$ cat config.mk
export PLATFORM = sky130hd
export DESIGN_NAME = ccm_clock_mode
export DESIGN_NICKNAME = d
export VERILOG_FILES = /design/src/core/ccm_pkg.sv /design/src/core/ccm_clock_mode.sv /design/src/core/ccm_tick_div.sv
export SDC_FILE = /design/constraint.sdc
export NUM_CORES = 1
export LEC_CHECK = 0
export ABC_AREA = 1
export BUFFER_PORTS_ARGS = -buffer_cell sky130_fd_sc_hd__buf_2
export CORE_ASPECT_RATIO = 0.75
export CORE_MARGIN = 3
export CORE_UTILIZATION = 65
export CTS_BUF_LIST = sky130_fd_sc_hd__clkbuf_4
export DETAILED_ROUTE_END_ITERATION = 10
export GPL_TIMING_DRIVEN = 0
export PLACE_DENSITY = 0.91
export SYNTH_ARGS = -nofsm -noshare
export SYNTH_HDL_FRONTEND = slang
export SYNTH_HIERARCHICAL = 1
export SYNTH_SLANG_ARGS = --single-unit
$ cat constraint.sdc
create_clock -name ref_clk -period 5.55 [get_ports ref_clk]
set_clock_uncertainty 0.2 [all_clocks]
set_input_delay 0.555 -clock ref_clk [delete_from_list [all_inputs] [get_ports ref_clk]]
set_output_delay 0.555 -clock ref_clk [all_outputs]
set_load 0.01 [all_outputs]
$ cat src/core/ccm_pkg.sv
// shared constants and types for the clock and mode controller
package ccm_pkg;

    // ========================================================
    // operating modes
    typedef enum logic [2:0] {
        ST_NORMAL,
        ST_SLOW,
        ST_IDLE,
        ST_SLEEP,
        ST_STOP,
        ST_WARMUP
    } ccm_state_e;

    // ========================================================
    // standby mode codes on standby_mode_select
    localparam logic [2:0] STBY_STOP  = 3'h1;
    localparam logic [2:0] STBY_SLEEP = 3'h2;
    localparam logic [2:0] STBY_IDLE  = 3'h3;

    // ========================================================
    // field widths and reset values
    localparam int         GEAR_W        = 2;
    localparam int         DIV_W         = 3;
    localparam logic [1:0] GEAR_RESET    = 2'h0;
    localparam logic [2:0] PRESCALE_ONE  = 3'h0;
    localparam logic [2:0] HALF_LOG      = 3'h1;
    localparam int         PLL_MULT      = 4;
    localparam int         PER_W         = 8;
    localparam int         WUP_W         = 16;
    localparam int         WUP_BASE_LOG  = 8;

    // ========================================================
    // clock output selector codes
    localparam logic [1:0] COUT_LOW      = 2'h0;
    localparam logic [1:0] COUT_SYS      = 2'h1;
    localparam logic [1:0] COUT_SYS_HALF = 2'h2;
    localparam logic [1:0] COUT_PRESCALE = 2'h3;

endpackage

$ cat src/core/ccm_clock_mode.sv
// clock generation, warm-up timing and operating-mode sequencing
`timescale 1ns/1ps

module ccm_clock_mode
    import ccm_pkg::*;
(
    input  wire logic              ref_clk,
    input  wire logic              resetn,
    input  wire logic              osc_tick,
    input  wire logic              low_speed_clock,
    input  wire logic              lowspeed_available,
    input  wire logic              pll_enable_bit,
    input  wire logic              sysclk_source_select,
    input  wire logic [GEAR_W-1:0] gear_select,
    input  wire logic              periph_source_select,
    input  wire logic [DIV_W-1:0]  prescale_divide_field,
    input  wire logic [1:0]        clock_out_select,
    input  wire logic              warmup_clock_select,
    input  wire logic [2:0]        warmup_time_select,
    input  wire logic              standby_request,
    input  wire logic [2:0]        standby_mode_select,
    input  wire logic              wake_interrupt,
    output logic                   high_speed_clock,
    output logic                   system_clock,
    output logic                   prescaler_base_clock,
    output logic                   core_bus_clock,
    output logic                   core_free_clock,
    output logic                   clock_out_pin,
    output logic                   pll_active,
    output logic                   periph_clock_run,
    output logic                   warmup_started_bit,
    output logic                   warmup_done_flag,
    output logic                   sysclk_source_status,
    output logic [2:0]             mode_status
);
    import ccm_pkg::*;

    // ========================================================
    // state
    ccm_state_e        state_reg;
    ccm_state_e        state_next;
    ccm_state_e        ret_reg;
    logic [PER_W-1:0]  per_cnt_reg;
    logic [PER_W-1:0]  period_reg;
    logic [PER_W-1:0]  phase_reg;
    logic [1:0]        pll_num_reg;
    logic              pll_tick_reg;
    logic [GEAR_W-1:0] gear_reg;
    logic [WUP_W-1:0]  wup_cnt_reg;
    logic              started_reg;
    logic              done_reg;
    logic              fc_reg;
    logic              sys_reg;
    logic              pre_reg;
    logic              bus_reg;
    logic              free_reg;
    logic              cout_reg;
    logic              pll_on_reg;
    logic              prun_reg;
    logic              stat_reg;

    // ========================================================
    // pll: ticks spread evenly over the measured oscillator period;
    // needs at least PLL_MULT reference cycles per oscillator tick
    wire              pll_run;
    wire [PER_W-1:0]  quarter;
    wire              pll_due;

    assign pll_run = pll_enable_bit && (state_reg != ST_SLEEP)
                     && (state_reg != ST_STOP);
    assign quarter = period_reg >> 2;
    assign pll_due = (phase_reg + PER_W'(1) >= quarter)
                     && (pll_num_reg != 2'(PLL_MULT - 1));

    always_ff @(posedge ref_clk)
    begin
        if (!resetn)
        begin
            per_cnt_reg  <= '0;
            period_reg   <= '0;
            phase_reg    <= '0;
            pll_num_reg  <= '0;
            pll_tick_reg <= 1'b0;
        end
        else if (osc_tick)
        begin
            period_reg   <= per_cnt_reg + PER_W'(1);
            per_cnt_reg  <= '0;
            phase_reg    <= '0;
            pll_num_reg  <= '0;
            pll_tick_reg <= pll_run;
        end
        else
        begin
            per_cnt_reg  <= per_cnt_reg + PER_W'(1);
            phase_reg    <= pll_due ? '0 : phase_reg + PER_W'(1);
            pll_num_reg  <= pll_num_reg + 2'(pll_due);
            pll_tick_reg <= pll_run && pll_due;
        end
    end

    // ========================================================
    // clock tree
    wire fc_stopped;
    wire fc_src;
    wire gear_tick;
    wire pre_src;
    wire pre_tick;
    wire sys_tick;
    wire half_tick;
    wire core_run;
    wire cout_sel;

    assign fc_stopped = (state_reg == ST_SLOW) || (state_reg == ST_SLEEP)
                        || (state_reg == ST_STOP);
    assign fc_src   = !fc_stopped
                      && (pll_run ? pll_tick_reg : osc_tick);
    assign pre_src  = periph_source_select ? fc_src : gear_tick;
    assign sys_tick = (state_reg == ST_SLOW) ? low_speed_clock
                    : (state_reg == ST_NORMAL || state_reg == ST_IDLE)
                    ? gear_tick : 1'b0;
    assign core_run = (state_reg == ST_NORMAL) || (state_reg == ST_SLOW);
    assign cout_sel = (clock_out_select == COUT_LOW) ? low_speed_clock
                    : (clock_out_select == COUT_SYS) ? sys_reg
                    : (clock_out_select == COUT_SYS_HALF) ? half_tick
                    : pre_reg;

    ccm_tick_div u_gear_div (
        .ref_clk  (ref_clk),
        .resetn   (resetn),
        .tick_in  (fc_src),
        .log2_div ({1'b0, gear_reg}),
        .tick_out (gear_tick)
    );

    ccm_tick_div u_pre_div (
        .ref_clk  (ref_clk),
        .resetn   (resetn),
        .tick_in  (pre_src),
        .log2_div (prescale_divide_field),
        .tick_out (pre_tick)
    );

    ccm_tick_div u_half_div (
        .ref_clk  (ref_clk),
        .resetn   (resetn),
        .tick_in  (sys_reg),
        .log2_div (HALF_LOG),
        .tick_out (half_tick)
    );

    // gear changes only at a divided tick or while the high-speed clock is stopped, so no short period is produced
    always_ff @(posedge ref_clk)
    begin
        if (!resetn)
            gear_reg <= GEAR_RESET;
        else if (gear_tick || fc_stopped)
            gear_reg <= gear_select;
    end

    // ========================================================
    // warm-up counter
    wire             wup_tick;
    wire [WUP_W-1:0] wup_last;
    wire             wup_end;
    wire             wake_lp;

    assign wup_tick = warmup_clock_select ? low_speed_clock : osc_tick;
    assign wup_last = WUP_W'((WUP_W+1)'(1) << (WUP_BASE_LOG
                      + int'(warmup_time_select))) - WUP_W'(1);
    assign wup_end  = (state_reg == ST_WARMUP) && wup_tick
                      && (wup_cnt_reg == wup_last);
    assign wake_lp  = wake_interrupt
                      && (state_reg == ST_SLEEP || state_reg == ST_STOP);

    always_ff @(posedge ref_clk)
    begin
        if (!resetn)
        begin
            wup_cnt_reg <= '0;
            started_reg <= 1'b0;
            done_reg    <= 1'b0;
        end
        else if (wake_lp)
        begin
            wup_cnt_reg <= '0;
            started_reg <= 1'b1;
            done_reg    <= 1'b0;
        end
        else if (wup_end)
        begin
            started_reg <= 1'b0;
            done_reg    <= 1'b1;
        end
        else if (state_reg == ST_WARMUP && wup_tick)
            wup_cnt_reg <= wup_cnt_reg + WUP_W'(1);
    end

    // ========================================================
    // mode sequencing
    wire stby_ok;

    assign stby_ok = (standby_mode_select == STBY_IDLE)
                     || (standby_mode_select == STBY_STOP)
                     || ((standby_mode_select == STBY_SLEEP)
                         && lowspeed_available);

    always_comb
    begin
        state_next = state_reg;
        unique case (state_reg)
            ST_NORMAL, ST_SLOW:
            begin
                if (standby_request && stby_ok)
                    state_next = (standby_mode_select == STBY_IDLE) ? ST_IDLE
                               : (standby_mode_select == STBY_SLEEP) ? ST_SLEEP
                               : ST_STOP;
                else if (state_reg == ST_NORMAL && sysclk_source_select
                         && lowspeed_available && low_speed_clock)
                    state_next = ST_SLOW;
                else if (state_reg == ST_SLOW && !sysclk_source_select
                         && osc_tick)
                    state_next = ST_NORMAL;
            end
            ST_IDLE:
                if (wake_interrupt)
                    state_next = ret_reg;
            ST_SLEEP, ST_STOP:
                if (wake_interrupt)
                    state_next = ST_WARMUP;
            ST_WARMUP:
                if (wup_end)
                    state_next = ret_reg;
        endcase
    end

    always_ff @(posedge ref_clk)
    begin
        if (!resetn)
        begin
            state_reg <= ST_NORMAL;
            ret_reg   <= ST_NORMAL;
        end
        else
        begin
            state_reg <= state_next;
            if (state_reg == ST_NORMAL || state_reg == ST_SLOW)
                ret_reg <= state_reg;
        end
    end

    // ========================================================
    // registered outputs
    always_ff @(posedge ref_clk)
    begin
        if (!resetn)
        begin
            fc_reg     <= 1'b0;
            sys_reg    <= 1'b0;
            pre_reg    <= 1'b0;
            bus_reg    <= 1'b0;
            free_reg   <= 1'b0;
            cout_reg   <= 1'b0;
            pll_on_reg <= 1'b0;
            prun_reg   <= 1'b1;
            stat_reg   <= 1'b0;
        end
        else
        begin
            fc_reg     <= fc_src;
            sys_reg    <= sys_tick;
            pre_reg    <= pre_tick;
            bus_reg    <= sys_tick && core_run;
            free_reg   <= sys_tick && core_run;
            cout_reg   <= cout_sel;
            pll_on_reg <= pll_run;
            prun_reg   <= (state_reg == ST_NORMAL) || (state_reg == ST_IDLE);
            stat_reg   <= (state_next == ST_SLOW);
        end
    end

    assign high_speed_clock     = fc_reg;
    assign system_clock         = sys_reg;
    assign prescaler_base_clock = pre_reg;
    assign core_bus_clock       = bus_reg;
    assign core_free_clock      = free_reg;
    assign clock_out_pin        = cout_reg;
    assign pll_active           = pll_on_reg;
    assign periph_clock_run     = prun_reg;
    assign warmup_started_bit   = started_reg;
    assign warmup_done_flag     = done_reg;
    assign sysclk_source_status = stat_reg;
    assign mode_status          = state_reg;

    // ========================================================
    // checks
    a_reset_normal: assert property (@(posedge ref_clk)
        !resetn |=> state_reg == ST_NORMAL && !pll_active)
        else $error("reset did not give normal mode with pll off");

    a_pll_stop_lp: assert property (@(posedge ref_clk) disable iff (!resetn)
        (state_reg == ST_SLEEP || state_reg == ST_STOP) |=> !pll_active)
        else $error("pll running in sleep or stop");

    a_warmup_start: assert property (@(posedge ref_clk) disable iff (!resetn)
        wake_lp |=> state_reg == ST_WARMUP && warmup_started_bit && !warmup_done_flag)
        else $error("warm-up did not start on wake");

    a_warmup_hold: assert property (@(posedge ref_clk) disable iff (!resetn)
        state_reg == ST_WARMUP |=> !system_clock && !core_bus_clock)
        else $error("clock released during warm-up");

    a_warmup_end: assert property (@(posedge ref_clk) disable iff (!resetn)
        wup_end |=> warmup_done_flag && !warmup_started_bit && state_reg == $past(ret_reg))
        else $error("warm-up end not reported");

    a_no_slow_ls: assert property (@(posedge ref_clk) disable iff (!resetn)
        (!lowspeed_available && state_reg == ST_NORMAL) |=> state_reg != ST_SLOW
        && state_reg != ST_SLEEP)
        else $error("slow or sleep entered without low-speed clock");

    a_core_halt: assert property (@(posedge ref_clk) disable iff (!resetn)
        (state_reg == ST_IDLE || state_reg == ST_SLEEP || state_reg == ST_STOP)
        |=> !core_bus_clock && !core_free_clock)
        else $error("core clock running in low-power mode");

    a_slow_fc_off: assert property (@(posedge ref_clk) disable iff (!resetn)
        state_reg == ST_SLOW |=> !high_speed_clock)
        else $error("high-speed clock running in slow mode");

    a_status_flag: assert property (@(posedge ref_clk) disable iff (!resetn)
        $rose(state_reg == ST_SLOW) |-> sysclk_source_status ##1 !high_speed_clock)
        else $error("source status not following switch");

endmodule

$ cat src/core/ccm_tick_div.sv
// power-of-two divider of a one-cycle enable pulse
`timescale 1ns/1ps
module ccm_tick_div
    import ccm_pkg::*;
(
    input  wire logic             ref_clk,
    input  wire logic             resetn,
    input  wire logic             tick_in,
    input  wire logic [DIV_W-1:0] log2_div,
    output logic                  tick_out
);
    import ccm_pkg::*;

    localparam int CNT_W = (1 << DIV_W) - 1;

    logic [CNT_W-1:0] cnt_reg;
    logic [CNT_W-1:0] cnt_next;
    logic             tick_reg;
    wire  [CNT_W-1:0] mask;
    wire              hit;

    assign mask     = CNT_W'((CNT_W+1)'(1) << log2_div) - CNT_W'(1);
    assign hit      = tick_in && ((cnt_reg & mask) == mask);
    assign cnt_next = tick_in ? cnt_reg + CNT_W'(1) : cnt_reg;
    assign tick_out = tick_reg;

    always_ff @(posedge ref_clk)
    begin
        if (!resetn)
        begin
            cnt_reg  <= '0;
            tick_reg <= 1'b0;
        end
        else
        begin
            cnt_reg  <= cnt_next;
            tick_reg <= hit;
        end
    end

endmodule

==> flow_metrics.py <==
metrics = {
    "power_and_ir_drop": {
        "vdd_drop_max_v": 0.000244,
        "total_power_mw": 1.33,
        "cellPowerDensity_nw_per_um2": 278,
        "leakagePower_nw": 2.10,
    },
    "logic_synthesis": {
        "synth_ff_type": "dfxtp_1",
        "ys_warn_count": 6,
        "synth.distinct_cells": 38,
        "async_reset_ff_share_pct": 0,
        "synthTopCellsByArea": "dfxtp_1, nand2_1, inv_1, nor2_1, ha_1",
        "ys_seq_area_share_pct": 38.4,
        "synth.most_common_cell": "nand2_1",
        "synthesis.area_sq_um": 4320,
        "syn_area_per_cell_sq_um": 7.01,
        "synth_seq_cells": 83,
        "synthTopCellsByCount": "nand2_1, inv_1, dfxtp_1",
        "syn_inst": 617,
        "synth_top_area_share_pct": 38.4,
        "synth_area_leader_cell": "dfxtp_1",
        "synth-edff-count": 0,
    },
    "drt": {
        "detail_route.drc_violations": 0,
        "drt_first_pass_iters": 8,
        "ant_nets": 0,
        "drt_wl_total_um": 9070,
        "dr.first_iter.drc_count": 188,
        "viasPerCell": 5.29,
        "vias": 4003,
        "avgRoutedWirePerCell_um": 12.0,
    },
    "global_routing": {
        "grtUsageTotal_pct": 24.7,
        "gr-total-overflow": 0,
        "grt_max_degree": 34,
        "grt_pass1_wl_um": 15600,
        "antenna_found_initial": 0,
        "grt_pass1_vias": 3760,
    },
    "sta": {
        "rsz0062_at_grt": "false",
        "fin_crit_sh_pct": 50.3,
        "finalHoldViolations": 0,
        "tightest_slew_ps": 558,
        "maxClockFrequency_mhz": 358,
        "setup_viol": 0,
        "setup_tns_ps": 0,
        "relSlewSlack_pct": 62.8,
        "final_max_slew_viol_count": 0,
        "min_period_ps": 2790,
    },
    "setup_path": {
        "crit_fanout": 9,
        "path_cells": "buf_2 -> nand2_1 -> o21ai_1 -> nor2_1 -> inv_1 -> nor2_1 -> nor2_1 -> o21ai_0 -> a21oi_1 -> nand2_2 -> nor2_4 -> nand3_1 -> nand2_1 -> nor2_1",
        "crit_family": "compound AO/OA/AOI/OAI gates",
        "required_ps": 5690,
        "path_buf_inv": 2,
        "path_class": "reg2reg",
        "cpMostUsedCell": "nor2_1",
        "cpMaxStageDelayCell": "a21oi_1",
        "cp-start-kind": "register",
        "critPathArrivalTime_ps": 2930,
        "cpPeakStageDelay_ps": 490,
        "cp-end-kind": "register",
    },
    "layout": {
        "layout.nets": 710,
        "largest_reg_flops": 16,
        "areaGrowthSynthToFinish_pct": 10.5,
        "antenna_cells": 0,
        "drive_above_1_share_pct": 15.1,
        "nFillCells": 502,
    },
    "placement": {
        "gp_congestion": 0.943,
        "hpwlAfterDp_um": 6950,
        "port-buffer-count": 36,
    },
    "die": {
        "initial_utilization_pct": 67.7,
        "core_sq_um": 6380,
        "fp.dieW_um": 100,
        "dieArea_sq_um": 7680,
        "row_count": 25,
        "ios": 38,
        "dieHeight_um": 76.6,
    },
    "clock_network": {
        "cts_tree": "built",
        "cts_resized": 0,
        "clockRootBuffer": "clkbuf_4",
        "cts_max_path_buffers": 2,
        "htree_num_levels": 3,
        "clk_pin_slew_ps": 130,
        "clock_sinks": 83,
        "cts_hold_buf": 0,
        "post_cts_buffers": 0,
        "cts_buffers": 9,
        "insertion_delay_ps": 440,
    },
    "outcome": {
        "status": "finished, final reports clean",
    },
    "min_path": {
        "hold_class": "in2reg",
    },
    "run": {
        "drv_cap": 0,
    },
}
## final timing paths
path                                 start              endpoint  slack, ps  cells past startpoint
hold reg to reg           warmup_done_flag      warmup_done_flag        260                      2
setup / recovery            mode_status[0]  u_pre_div/cnt_reg[6]       2760                     14
setup reg to reg            mode_status[0]  u_pre_div/cnt_reg[6]       2760                     14
hold / removal    prescale_divide_field[2]    u_pre_div/tick_out        110                      2
## area by class of cell
class / instances / area (sq um) / share of cell area, %
plain buffers: 9 / 76.3 / 1.60
clock buffers: 9 / 67.6 / 1.41
clock inverters: 7 / 77.6 / 1.62
inverters: 93 / 352 / 7.36
multi-input cells: 439 / 2260 / 47.3
flip-flops and latches: 83 / 1660 / 34.8
well taps: 81 / 101 / 2.12
repair buffers: 36 / 180 / 3.77
## through the flow
| stage | utilization [%] | area (sq um) | hold WS [ps] | worst slack (ps) | cells |
|---|---|---|---|---|---|
| after floorplan | - | 4350 | 190 | 3200 | 624 |
| after global placement | 72.6 | 4630 | 227 | 2890 | 741 |
| after detailed placement | 72.6 | 4630 | 244 | 2820 | 741 |
| after CTS | 74.8 | 4780 | 73.7 | 2790 | 757 |
| after global routing | 74.8 | 4780 | 89.6 | 2430 | 757 |
| final | 74.8 | 4780 | 109 | 2760 | 757 |
## cell families (layout without fill, tap and decap cells)
group           count (synthesis)  after routing  share of synthesized area (%)
xor+xnor                       21             21                           4.25
flops                          83             83                           38.4
fa+ha+maj                      15             15                           4.34
buf+inv                       102            154                           9.90
simple gates                  296            296                           29.7
other cells                     2              9                          0.174
compound gates                 98             98                           13.2
## routing by layer
metal / vias up / track usage [%] / part of all wire [%]
li1: 2061 / - / -
met1: 1816 / 29.5 / 44
met2: 108 / 42.5 / 48
met3: 18 / 6.50 / 5.6
met4: 0 / 9.15 / 2.1
met5: - / 0 / 0
## cells in the final DEF, fill, tap and decap left out, types with 14 or more instances in the layout
master and instances:
nand2_1 140, inv_1 89, dfxtp_1 83, nor2_1 75
buf_2 39, a21oi_1 37, nand3_1 36, o21ai_0 30
xor2_1 18, ha_1 15, nand2_2 14
## where the power goes
part           internal (mW)  switching (mW)
Clock                  0.139           0.215
Sequential             0.646          0.0399
Combinational          0.105           0.183
(Power assumes the default switching activity.)
